**src/speech_test_port_map.vh**
```
`ifndef SPEECH_TEST_PORT_MAP_VH
`define SPEECH_TEST_PORT_MAP_VH

// Sample word width in bits, sent most significant bit first.
`define STP_WORD_BITS     13
// Bit counter width and its terminal count.
`define STP_CNT_W         4
`define STP_CNT_ZERO      4'h0
`define STP_CNT_ONE       4'h1
`define STP_CNT_LAST      4'hd
// Index of the most significant sample bit.
`define STP_MSB           12

// System clock rate and bit clock rate in hertz.
`define STP_SYS_HZ        50000000
`define STP_BIT_HZ        104000
// Phase accumulator: one half-period event per wrap, so the bit clock
// averages exactly the nominal rate; jitter is one system cycle.
`define STP_ACC_W         17
`define STP_ACC_MOD       17'h186a0
`define STP_ACC_INC       17'h01a0
`define STP_ACC_ZERO      17'h00000

// Test control line encodings {line 1, line 2}.
`define STP_MODE_NORMAL   2'h0
`define STP_MODE_DOWNLINK 2'h1
`define STP_MODE_UPLINK   2'h2
`define STP_MODE_ACOUSTIC 2'h3

// Synchroniser bit positions.
`define STP_SYNC_W        4
`define STP_SYNC_CTRL1    0
`define STP_SYNC_CTRL2    1
`define STP_SYNC_RESET    2
`define STP_SYNC_DATA     3
`define STP_SYNC_INIT     4'hf

`endif

```
**src/speech_test_sync.v**
```verilog
`timescale 1ns/1ps
`default_nettype none

// Two flip-flop synchroniser for a group of unrelated level inputs.
module speech_test_sync #(
    parameter                 WIDTH = 1,
    parameter [WIDTH-1:0]     INIT  = {WIDTH{1'b0}}
) (
    // Clock and reset.
    input  wire               clk_i,
    input  wire               rst_i,
    // Asynchronous levels in, synchronised levels out.
    input  wire [WIDTH-1:0]   async_i,
    output reg  [WIDTH-1:0]   sync_o
);

    reg [WIDTH-1:0] meta_q;   // First stage, read only by the second.

    // Both stages reset to the idle level of the lines.
    always @(posedge clk_i or posedge rst_i) begin
        if (rst_i) begin
            meta_q <= INIT;
            sync_o <= INIT;
        end else begin
            meta_q <= async_i;
            sync_o <= meta_q;
        end
    end

endmodule

`default_nettype wire

```
**src/speech_test_port.v**
```verilog
`timescale 1ns/1ps
`default_nettype none
`include "speech_test_port_map.vh"

module speech_test_port #(
    // Mode command method: 0 uses control lines, 1 uses messages.
    parameter                       MODE_FROM_MESSAGE = 0
) (
    // Clock and reset.
    input  wire                     CLK_I,
    input  wire                     RST_I,
    // Tester-driven pins.
    input  wire                     TEST_CTRL1_I,
    input  wire                     TEST_CTRL2_I,
    input  wire                     TESTER_RESET_N_I,
    input  wire                     TESTER_DATA_I,
    // Device-driven pins.
    output reg                      BIT_CLK_O,
    output reg                      DEVICE_DATA_O,
    // Over-air test mode message.
    input  wire                     MSG_MODE_VALID_I,
    input  wire [1:0]               MSG_MODE_I,
    // Speech path: samples toward encoder or converter.
    input  wire                     SAMPLE_REQ_I,
    output reg  [`STP_MSB:0]        RX_SAMPLE_O,
    output reg                      RX_VALID_O,
    // Speech path: samples from decoder or converter.
    input  wire                     TX_VALID_I,
    input  wire [`STP_MSB:0]        TX_SAMPLE_I,
    // Mode and reset controls toward the speech functions.
    output reg  [1:0]               TEST_MODE_O,
    output reg                      CONVERTER_RESET_O,
    output reg                      TRANSCODER_RESET_O
);

    ////////////////////////////////////////////////////////////////////////
    // Declarations.
    localparam [2:0] ST_IDLE = 3'h1;   // Clock high, no frame.
    localparam [2:0] ST_HIGH = 3'h2;   // Clock high inside a frame.
    localparam [2:0] ST_LOW  = 3'h4;   // Clock low inside a frame.

    wire [`STP_SYNC_W-1:0]   pins_s;       // Synchronised pin levels.
    wire                     reset_n_s;    // Synchronised tester reset.
    wire                     data_s;       // Synchronised tester data.
    wire [1:0]               pin_mode;     // Mode from control lines.
    reg  [1:0]               msg_mode_q;   // Mode from last message.
    wire [1:0]               mode;         // Mode in force.
    wire                     test_on;      // Any test mode selected.
    reg                      reset_n_q;    // Reset level one cycle ago.
    wire                     release_ev;   // Reset trailing edge.
    reg                      armed_q;      // Test started by a release.
    reg  [`STP_ACC_W-1:0]    acc_q;        // Bit clock phase.
    wire [`STP_ACC_W-1:0]    acc_sum;      // Phase plus increment.
    wire                     tick;         // Half-period event.
    reg  [2:0]               state_q;      // Frame state.
    reg  [`STP_CNT_W-1:0]    cnt_q;        // Bits done in the frame.
    reg  [`STP_MSB:0]        tx_sh_q;      // Outgoing shift register.
    reg  [`STP_MSB:0]        rx_sh_q;      // Incoming shift register.
    reg  [`STP_MSB:0]        tx_buf_q;     // Sample waiting to go out.
    reg                      tx_pend_q;    // Outgoing sample waiting.
    reg                      req_pend_q;   // Input sample requested.
    wire                     want_frame;   // Frame may start now.
    wire                     rx_used;      // Mode delivers input data.

    ////////////////////////////////////////////////////////////////////////
    // Pin synchronisers.
    speech_test_sync #(
        .WIDTH (`STP_SYNC_W),
        .INIT  (`STP_SYNC_INIT)
    ) u_sync (
        .clk_i   (CLK_I),
        .rst_i   (RST_I),
        .async_i ({TESTER_DATA_I, TESTER_RESET_N_I,
                   TEST_CTRL2_I, TEST_CTRL1_I}),
        .sync_o  (pins_s)
    );

    assign reset_n_s = pins_s[`STP_SYNC_RESET];
    assign data_s    = pins_s[`STP_SYNC_DATA];

    ////////////////////////////////////////////////////////////////////////
    // Mode selection.
    // control line decode
    assign pin_mode = {pins_s[`STP_SYNC_CTRL1], pins_s[`STP_SYNC_CTRL2]};

    assign mode    = (MODE_FROM_MESSAGE != 0) ? msg_mode_q : pin_mode;
    assign test_on = (mode != `STP_MODE_NORMAL);

    always @(posedge CLK_I or posedge RST_I) begin
        if (RST_I) begin
            msg_mode_q <= `STP_MODE_NORMAL;
        end else if (MSG_MODE_VALID_I) begin
            msg_mode_q <= MSG_MODE_I;
        end
    end

    ////////////////////////////////////////////////////////////////////////
    // Tester reset handling.
    // The tester holds the mode for over a second before resetting; a release
    // in a test mode arms the test, and its frames follow the current mode.
    // reset follows mode
    assign release_ev = reset_n_s & ~reset_n_q;

    // Reset level tracking, arming and reset outputs.
    always @(posedge CLK_I or posedge RST_I) begin
        if (RST_I) begin
            reset_n_q          <= 1'b1;
            armed_q            <= 1'b0;
            CONVERTER_RESET_O  <= 1'b0;
            TRANSCODER_RESET_O <= 1'b0;
            TEST_MODE_O        <= `STP_MODE_NORMAL;
        end else begin
            reset_n_q   <= reset_n_s;
            TEST_MODE_O <= mode;
            CONVERTER_RESET_O <= ~reset_n_s;
            TRANSCODER_RESET_O <= ~reset_n_s | (release_ev & test_on);
            if (!reset_n_s || !test_on) begin
                // Asserted reset or normal mode stops the test.
                armed_q <= 1'b0;
            end else if (release_ev) begin
                armed_q <= 1'b1;
            end
        end
    end

    ////////////////////////////////////////////////////////////////////////
    // Bit clock rate generator.
    // nominal rate divider
    assign acc_sum = acc_q + `STP_ACC_INC;
    assign tick    = (acc_sum >= `STP_ACC_MOD);

    // Free-running phase accumulator; frames align to its events.
    always @(posedge CLK_I or posedge RST_I) begin
        if (RST_I) begin
            acc_q <= `STP_ACC_ZERO;
        end else if (tick) begin
            acc_q <= acc_sum - `STP_ACC_MOD;
        end else begin
            acc_q <= acc_sum;
        end
    end

    ////////////////////////////////////////////////////////////////////////
    // Sample hand-off with the speech functions.
    // uplink waits for request
    assign want_frame = armed_q &&
        ((mode == `STP_MODE_DOWNLINK) ? tx_pend_q : req_pend_q);
    assign rx_used = (mode == `STP_MODE_UPLINK) ||
                     (mode == `STP_MODE_ACOUSTIC);

    // Pending flags; a new event wins over the clear at frame start.
    always @(posedge CLK_I or posedge RST_I) begin
        if (RST_I) begin
            tx_buf_q   <= {`STP_WORD_BITS{1'b0}};
            tx_pend_q  <= 1'b0;
            req_pend_q <= 1'b0;
        end else if (!armed_q) begin
            tx_pend_q  <= 1'b0;
            req_pend_q <= 1'b0;
        end else begin
            if (TX_VALID_I) begin
                tx_buf_q  <= TX_SAMPLE_I;
                tx_pend_q <= 1'b1;
            end else if (state_q == ST_IDLE && want_frame && tick) begin
                tx_pend_q <= 1'b0;
            end
            if (SAMPLE_REQ_I) begin
                req_pend_q <= 1'b1;
            end else if (state_q == ST_IDLE && want_frame && tick) begin
                req_pend_q <= 1'b0;
            end
        end
    end

    ////////////////////////////////////////////////////////////////////////
    // Serial frame engine: 13 clock pulses per sample, both directions.
    // thirteen bits per word
    always @(posedge CLK_I or posedge RST_I) begin
        if (RST_I) begin
            state_q       <= ST_IDLE;
            cnt_q         <= `STP_CNT_ZERO;
            tx_sh_q       <= {`STP_WORD_BITS{1'b0}};
            rx_sh_q       <= {`STP_WORD_BITS{1'b0}};
            BIT_CLK_O     <= 1'b1;
            DEVICE_DATA_O <= 1'b1;
            RX_SAMPLE_O   <= {`STP_WORD_BITS{1'b0}};
            RX_VALID_O    <= 1'b0;
        end else begin
            RX_VALID_O <= 1'b0;
            case (state_q)
                ST_IDLE: begin
                    BIT_CLK_O <= 1'b1;
                    cnt_q     <= `STP_CNT_ZERO;
                    if (want_frame && tick) begin
                        // First falling edge carries the first bit.
                        tx_sh_q <= (mode == `STP_MODE_DOWNLINK ||
                                    tx_pend_q) ? tx_buf_q :
                                   {`STP_WORD_BITS{1'b0}};
                        state_q <= ST_HIGH;
                    end
                end
                ST_HIGH: begin
                    if (!armed_q) begin
                        // Test stopped: abandon the frame, clock high.
                        state_q <= ST_IDLE;
                    end else if (tick) begin
                        BIT_CLK_O     <= 1'b0;
                        DEVICE_DATA_O <= tx_sh_q[`STP_MSB];
                        tx_sh_q       <= {tx_sh_q[`STP_MSB-1:0], 1'b0};
                        state_q       <= ST_LOW;
                    end
                end
                ST_LOW: begin
                    if (!armed_q) begin
                        BIT_CLK_O <= 1'b1;
                        state_q   <= ST_IDLE;
                    end else if (tick) begin
                        BIT_CLK_O <= 1'b1;
                        rx_sh_q   <= {rx_sh_q[`STP_MSB-1:0], data_s};
                        cnt_q     <= cnt_q + `STP_CNT_ONE;
                        if (cnt_q == `STP_CNT_LAST - `STP_CNT_ONE) begin
                            // Last bit: hand the word over if used.
                            RX_SAMPLE_O <= {rx_sh_q[`STP_MSB-1:0], data_s};
                            RX_VALID_O  <= rx_used;
                            state_q     <= ST_IDLE;
                        end else begin
                            state_q <= ST_HIGH;
                        end
                    end
                end
                default: begin
                    BIT_CLK_O <= 1'b1;
                    state_q   <= ST_IDLE;
                end
            endcase
        end
    end

endmodule

`default_nettype wire

```
**config.mk**
```make
export PLATFORM = sky130hd
export DESIGN_NAME = speech_test_port
export DESIGN_NICKNAME = d
export VERILOG_FILES = /design/src/speech_test_sync.v /design/src/speech_test_port.v
export VERILOG_INCLUDE_DIRS = /design/src
export SDC_FILE = /design/constraint.sdc
export NUM_CORES = 1
export LEC_CHECK = 0
export BUFFER_PORTS_ARGS = -buffer_cell sky130_fd_sc_hd__buf_2
export CAP_MARGIN = 20
export CORE_MARGIN = 10
export CORE_UTILIZATION = 50
export DETAILED_ROUTE_END_ITERATION = 10
export PLACE_DENSITY_LB_ADDON = 0.08
export SETUP_SLACK_MARGIN = 0.1
export SLEW_MARGIN = 20
export SYNTH_ARGS = -nofsm -noshare
export SYNTH_HDL_FRONTEND = slang
export SYNTH_SLANG_ARGS = --single-unit
```
**constraint.sdc**
```tcl
create_clock -name CLK_I -period 3.55 [get_ports CLK_I]
set_clock_uncertainty 0.15 [all_clocks]
set_input_delay 0.1775 -clock CLK_I [delete_from_list [all_inputs] [get_ports CLK_I]]
set_output_delay 0.1775 -clock CLK_I [all_outputs]
set_load 0.01 [all_outputs]
```
After elaboration in Yosys (flattened, before gate mapping)
Cells that the tools add are included.
- reduce and logical (&&, ||, !) cells: 21
- muxes and demuxes: 33
- magnitude comparators: 1
- add/sub/neg operators: 3
- equal/unequal tests: 16
- bitwise operators: 5
- operators with widths (operator ; number):
    two-way mux 13 bit ; 4
    case mux 13 bit (2 select lines) ; 1
    adder 17 x 9 -> 17 bit (second input constant) ; 1
    greater-or-equal comparator 17 bit (second input constant) ; 1
    two-way mux 17 bit ; 1
    subtractor 17 bit (second input constant) ; 1
    two-way mux 1 bit ; 16
    two-way mux 3 bit ; 5
    AND reduction 3 bit ; 5
    case mux 3 bit (3 select lines) ; 1
    two-way mux 4 bit ; 2
    != test 2 bit (second input constant) ; 4
    case mux 4 bit (2 select lines) ; 1
    AND reduction 4 bit ; 2
    nonzero test 2 bit ; 4
    != test 3 x 2 -> 1 bit (second input constant) ; 2
    != test 3 bit (second input constant) ; 2
    adder 4 x 1 -> 4 bit (second input constant) ; 1
    equality test 2 bit (second input constant) ; 2
    equality test 4 bit (second input constant) ; 1
    logical AND 1 bit ; 4
    equality test 3 x 1 -> 1 bit (second input constant) ; 1
    equality test 3 x 2 -> 1 bit (second input constant) ; 1
    equality test 3 bit (second input constant) ; 1
    other kinds (10) ; 15
- flip-flop bits (word level): 94
- output and inout bits: 20

Longest topological paths before layout
Gate-level depths: netlist of run 1.
- depth after elaboration: 8
- depth in mapped cells: 10
- gate-level depth less buffers: 8

Cells and area by module
A second synthesis of run 1 with hierarchy kept.
- cells, all modules: 341
- area, all modules: 4135.2 um2
- by module, submodules not included (module ; cells an instance ; times used ; area each (um2)):
    speech_test_port ; 332 ; 1 ; 3921.3
    speech_test_sync ; 9 ; 1 ; 214.0

Least setup slack after synthesis of run 1
No wires, ideal clock.
- path type: register to register
- from: register acc_q[5]
- to: register RX_SAMPLE_O[0]
- clock period less this slack: 2.993 ns
- required time: 3.275 ns
- buffers on the path: 2
- setup slack: 0.557 ns
- stages on the path, launching flop included: 10
- arrival: 2.718 ns
- cells stage by stage: dfrtp_1 > ha_1 > buf_6 > o31a_1 > or3b_1 > o32ai_2 > o21ai_2 > nor3_4 > buf_8 > mux2_4
- word-level cells in the longest chain between the ends: 3
- ends and longest elaborated chain (what ; RTL line ; source):
    from (decl) ; speech_test_port.v:52 ; reg [`STP_ACC_W-1:0] acc_q;
    from (signal assigned) ; speech_test_port.v:135 ; acc_q <= `STP_ACC_ZERO;
    from (signal assigned) ; speech_test_port.v:137 ; acc_q <= acc_sum - `STP_ACC_MOD;
    from (signal assigned) ; speech_test_port.v:139 ; acc_q <= acc_sum;
    adder 17 x 9 -> 17 bit (no source line) ; n/a ;
    greater-or-equal comparator 17 bit (no source line) ; n/a ;
    AND reduction 4 bit (no source line) ; n/a ;
    to (signal assigned) ; speech_test_port.v:186 ; RX_SAMPLE_O <= {`STP_WORD_BITS{1'b0}};
    to (signal assigned) ; speech_test_port.v:223 ; RX_SAMPLE_O <= {rx_sh_q[`STP_MSB-1:0], data_s};
    to (decl) ; speech_test_port.v:25 ; output reg [`STP_MSB:0] RX_SAMPLE_O,
Every way passes these cells.
A chain may end at the register's enable or synchronous reset.

Final worst setup path of run 1
- from: register acc_q[5]
- to: register RX_SAMPLE_O[8]
Same word-level chain as after synthesis.

==> results.ini, run 1 <==
[status]
status=complete, no violations

[yosys]
synth_flop_cell=dfrtp_1
synthesis.area_sq_mm=0.00426
synth_seq_area_share=0.527
synth_top_area_cell=dfrtp_1
syn-num-nets=376
postSynthAreaPerCell_sq_um=12.3
synth_edf_count=0
netlist_top_cells_area=dfrtp_1, mux2_2, dfstp_2
syn_inst=345
synthMuxAreaShare=0.155
ys_types=55
async_flop_share=1.00
yosysTopAreaCellShare=0.453
ys_seq_elements=89
synth_compound_area_frac=0.117
synthXorXnorAreaFrac=0.0350
synth_fa_ha_area_frac=0.0206
ys_warn_count=0
synth-simple-area-share=0.109
synth_top_family_by_area=multiplexers

[route]
drt_pass1_iterations=4
vias=2835
drt-total-wl_um=8210
viasPerCell=5.44
drc=0
wl_per_cell_um=15.8
ant_nets=0
drtIter0Drc=113

[clock_tree]
htree_levels=3
clk_pin_slew_ns=0.09
cts_sinks=89
clockBufferDepth=2
clockRootBuffer=clkbuf_8
post_cts_buffers=0
clk_latency_ns=0.35
cts_tree=yes
numCtsBuffers=9

[grt]
grt_pass1_wl_um=14800
overflow=0
grt_antenna_before_repair=0
grt_max_degree=55
gr-usage-all-layers=0.138
grt_pass1_vias=3016

[layout]
fin_cells=521
final_common_cell=dfrtp_1
area_delta_synth_final_pct=17.0
final_nets=442
layout_common_cells=dfrtp_1, mux2_2, buf_2
fillerInstances=670
num_antenna_cells=0
drive_above_1_share=0.344

[die]
die_width_um=112
fp.dieH_um=112
start_util=0.515
ios=44
rows=33
coreArea_sq_mm=0.00826
die_area_sq_mm=0.0126

[sta]
tightest_slew_ns=1.04
rsz0062_at_grt=no
slew_headroom=0.305
fin_crit_sh=0.902
setup_viol=0
setup_tns_ns=0
hold_viol=0
fmax_mhz=312
finalCriticalPeriod_ns=3.20
maxSlewViolCount=0

[hold_path]
worstHoldPathCells=0
min_to=u_sync.sync_o[1]$_DFF_PP1_
hp-start=u_sync.meta_q[1]$_DFF_PP1_
hp-class=reg2reg

[pwr]
p_leak_nw=2.28
finalPower_mw=1.86
peakVddDrop_mv=0.296
p_per_area_mw_per_mm2=373

[critical_path]
crit_type=reg2reg
r2r_start=acc_q[5]$_DFFE_PP0P_
crit_family=compound AO/OA/AOI/OAI gates
path_max_fanout=14
ff2ff_setup_slack_ns=0.35
crit_arrival_ns=3.29
crit_path_max_incr_delay_ns=0.60
rr_worst_depth=8
cp_cell_sequence=ha_1 > o31a_1 > nor2_1 > inv_1 > o32a_1 > nor3_4 > buf_12 > mux2_2
critPathLaunchType=flop
regToRegEndpoint=RX_SAMPLE_O[8]$_DFFE_PP0P_
cp_slowest_cell=o32a_1
cp.required_ns=3.64
critPathCaptureType=flop
path_buf_inv=2

[place]
place_congestion=0.789
dp_cells=485
place.port_buffers=40
detailed_place_hpwl_um=5760

[job]
max-cap-violations=0

metrics by stage:
step,cell area (sq um),hold WS (ns),utilization,setup slack (ns)
after global routing,4980,0.214,0.603,0.243
final,4980,0.209,0.603,0.348
after CTS,4980,0.211,0.603,0.336
after global placement,4590,0.133,0.556,0.381
after floorplan,4260,0.0320,-,0.557
after detailed placement,4590,0.134,0.556,0.361
state kept, by name, indices dropped and copies added, names as in the netlist, 2 cells and up:
| name | count |
|---|---|
| RX_SAMPLE_O | 13 |
| tx_buf_q | 13 |
| tx_sh_q | 13 |
| acc_q | 12 |
| rx_sh_q | 12 |
| cnt_q | 4 |
| u_sync.meta_q | 4 |
| u_sync.sync_o | 4 |
| state_q | 3 |
| TEST_MODE_O | 2 |
cell usage after synthesis (all sizes together), types with 2 or more instances:
master and count:
o211a 2, nand2b 4, nor3 15, o22ai 2, dfstp 12, mux2 53
nand3 8, o32ai 3, nand2 19, a31oi 2, mux2i 3, a21oi 8
a2bb2oi 2, and3 4, nor3b 2, o21ai 8, xor2 3, buf 9
and2 3, clkbuf 7, a21o 3, o21a 6, dfrtp 77, nor2 16
xnor2 14, o31a 2, ha 7, o32a 2, nand4 3, nor4 3
nor2b 4, a211oi 5, a22o 12, inv 13
metal layers:
| layer | GRT usage | vias to the layer above | share of wire | wire (um) |
|---|---|---|---|---|
| li1 | - | 1379 | - | - |
| met1 | 0.173 | 1391 | 0.46 | 3800 |
| met2 | 0.225 | 57 | 0.48 | 3940 |
| met3 | 0.0357 | 8 | 0.044 | 363 |
| met4 | 0.0525 | 0 | 0.013 | 110 |
| met5 | 0 | - | 0 | 0 |
worst max-delay path by stage:
stage	start	end	depth (start not counted)
5_1_grt	acc_q[5]$_DFFE_PP0P_	RX_SAMPLE_O[8]$_DFFE_PP0P_	8
3_5_place_dp	acc_q[5]$_DFFE_PP0P_	RX_SAMPLE_O[8]$_DFFE_PP0P_	8
2_1_floorplan	acc_q[5]$_DFFE_PP0P_	RX_SAMPLE_O[0]$_DFFE_PP0P_	9
6_report	acc_q[5]$_DFFE_PP0P_	RX_SAMPLE_O[8]$_DFFE_PP0P_	8
3_3_place_gp	acc_q[5]$_DFFE_PP0P_	rx_sh_q[11]$_DFFE_PP0P_	8
4_1_cts	acc_q[5]$_DFFE_PP0P_	RX_SAMPLE_O[8]$_DFFE_PP0P_	8
area by class of cell:
class,instances,area [sq um],area share
timing repair buffer,71,508,0.102
inverter,13,50.0,0.0101
clock inverter,5,45.0,0.00905
clock buffer,11,141,0.0284
tap,105,131,0.0264
multi-input combinational,227,1860,0.374
sequential,89,2240,0.450
repair_timing:
action / 4_1_cts / 5_1_grt
setup endpoints to repair: 0 / 0
hold buffers: 20 / 0
hold endpoints to repair: 61 / 0
resized for setup: 0 / 0
cells by family (layout without fill, tap and decap cells):
logic type                 count (synthesis)  count (layout)
DFF                                       89              89
and+or+nand+nor                           84              84
AOI/OAI and AO/OA                         63              63
muxes                                     56              56
buffers and inverters                     29             100
xor gates and xnor gates                  17              17
adders and majority gates                  7               7
where the power goes:
part | total, mW | internal, mW | leakage (nW) | switching [mW]
Combinational | 0.118 | 0.0668 | 1.06 | 0.0514
Sequential | 1.08 | 1.06 | 1.13 | 0.0233
Clock | 0.653 | 0.285 | 0.0925 | 0.368
Note: power is estimated with default switching activity, not from simulation.
==> run 2: changes to the inputs <==
Settings changed: SYNTH_HIERARCHICAL from default to 1.
==> results.ini, run 2 <==
[critical_path]
crit_family=compound AO/OA/AOI/OAI gates
crit_arrival_ns=3.27
regToRegEndpoint=cnt_q[0]$_DFFE_PP0P_
critPathCaptureType=flop
path_buf_inv=1
crit_top_cell=a211o_1
cp_cell_sequence=ha_1 > a211o_1 > a21o_1 > a211o_1 > a221oi_4 > or2_1 > buf_4 > a21oi_1 > a311o_1
crit_path_max_incr_delay_ns=0.46
cp.required_ns=3.63
ff2ff_setup_slack_ns=0.37
rr_worst_depth=9
cp_slowest_cell=dfrtp_1
crit_type=reg2reg
r2r_start=acc_q[8]$_DFF_PP0_
critPathLaunchType=flop
path_max_fanout=7

[layout]
num_antenna_cells=0
area_delta_synth_final_pct=18.7
final_nets=437
final_area_sq_mm=0.00491
fin_cells=516
drive_above_1_share=0.341
layout_common_cells=dfrtp_1, mux2_2, buf_2
final_common_cell=dfrtp_1
fillerInstances=667
reg_top3=RX_SAMPLE_O x13, tx_buf_q x13, tx_sh_q x13

[yosys]
synthesis.area_sq_mm=0.00414
synth_edf_count=0
syn-num-nets=372
yosysTopAreaCellShare=0.466
syn_inst=341
synth_seq_area_share=0.542
synth_common_cells=dfrtp_1, mux2_2, nor2_1
ys_types=54
postSynthAreaPerCell_sq_um=12.1
async_flop_share=1.00
netlist_top_cells_area=dfrtp_1, mux2_2, dfstp_2
synth_top_area_cell=dfrtp_1
yosysMostFrequentCell=dfrtp_1
synth_flop_cell=dfrtp_1
ys_warn_count=6
ys_seq_elements=89

[place]
dp_slack_ns=0.203
detailed_place_hpwl_um=5460
place_congestion=0.768
dpl_cell_area_sq_mm=0.00447
dp_cells=481
place.port_buffers=40

[grt]
grt_pass1_vias=2975
grt_antenna_before_repair=0
gr-usage-all-layers=0.134
grt_pass1_wl_um=14200
overflow=0
grt_max_degree=60

[hold_path]
hp-start=TX_VALID_I
min_to=tx_pend_q$_DFFE_PP0P_
worstHoldPathCells=3
hp-class=in2reg

[sta]
hold_slack_ns=0.0410
tightest_slew_ns=0.943
fin_crit_sh=0.897
setup_viol=0
setup_tns_ns=0
rsz0062_at_grt=no
maxSlewViolCount=0
hold_viol=0
worst_slack_ns=0.365
slew_headroom=0.369
fmax_mhz=314
finalCriticalPeriod_ns=3.18

[die]
rows=33
die_width_um=111
ios=44
die_area_sq_mm=0.0123
start_util=0.508
coreArea_sq_mm=0.00813
fp.dieH_um=111

[pwr]
p_per_area_mw_per_mm2=408
peakVddDrop_mv=0.256
p_leak_nw=2.27

[clock_tree]
post_cts_buffers=0
clk_latency_ns=0.35
cts_sinks=89
cts_tree=yes
clockBufferDepth=2
clockRootBuffer=clkbuf_8
numCtsBuffers=9
htree_levels=3
clk_pin_slew_ns=0.09

[route]
drc=0
drtIter0Drc=110
ant_nets=0
viasPerCell=5.41
wl_per_cell_um=15.4
drt_pass1_iterations=4
drt-total-wl_um=7950
vias=2790

[job]
max-cap-violations=0

[status]
status=complete, no violations

-- run 2: layer usage --
metal / up-vias / GRT usage / part of all wire
met5: - / 0 / 0
met4: 0 / 0.0417 / 0.014
met3: 15 / 0.0384 / 0.046
met2: 61 / 0.217 / 0.48
met1: 1374 / 0.168 / 0.46
li1: 1340 / - / -
-- run 2: power breakdown --
group | internal (mW) | switching, mW | leakage (nW)
registers | 1.06 | 0.0240 | 1.13
logic | 0.0652 | 0.0521 | 1.02
clock network | 0.427 | 0.375 | 0.119
total | 1.55 | 0.451 | 2.27
-- run 2: timing repair --
item | 4_1_cts | 5_1_grt
gates resized for setup | 0 | 1
hold endpoints to repair | 80 | 0
endpoints found under the setup margin | 0 | 12
hold buffers | 19 | 0
-- run 2: how the worst max path moves through the flow --
stage	depth (start not counted)	slack, ns	start	to
after CTS	9	0.17	acc_q[8]$_DFF_PP0_	tx_sh_q[10]$_DFFE_PP0P_
final	9	0.37	acc_q[8]$_DFF_PP0_	cnt_q[0]$_DFFE_PP0P_
after floorplan	12	0.52	acc_q[8]$_DFF_PP0_	tx_sh_q[12]$_DFFE_PP0P_
after global routing	9	0.19	acc_q[8]$_DFF_PP0_	state_q[0]$_DFFE_PP1P_
after global placement	9	0.26	acc_q[8]$_DFF_PP0_	tx_sh_q[11]$_DFFE_PP0P_
after detailed placement	9	0.20	acc_q[8]$_DFF_PP0_	tx_sh_q[10]$_DFFE_PP0P_
-- run 2: stage by stage --
stage / utilization / total power [mW]
after floorplan: - / 1.17
after global placement: 0.550 / 1.20
after detailed placement: 0.550 / 1.21
after CTS: 0.602 / 2.03
after global routing: 0.604 / 2.09
final: 0.604 / 2.00
-- run 2: worst register-to-register path, cell delays in order, from the launching register on --
cell	delay, ns
dfrtp_1	0.46
ha_1	0.28
a211o_1	0.36
a21o_1	0.19
a211o_1	0.34
a221oi_4	0.46
or2_1	0.23
buf_4	0.18
a21oi_1	0.08
a311o_1	0.32
-- run 2: layout make-up --
cell class              instances  area [sq um]  area share
clock buffers                  10           138      0.0280
inverters                      12          47.5     0.00968
clock inverters                 6          97.6      0.0199
multi-input cells             223          1770       0.361
repair buffers                 71           480      0.0979
flip-flops and latches         89          2240       0.457
well taps                     105           131      0.0268
-- run 2: kinds of logic (layout without fill, tap and decap cells) --
kind of cell	count (synthesis)	after routing	synth area share
xor+xnor	19	19	0.0402
buf+inv	29	99	0.0318
simple gates	83	83	0.101
flops	89	89	0.542
mux	55	55	0.157
fa+ha+maj	7	7	0.0212
compound gates	59	59	0.107
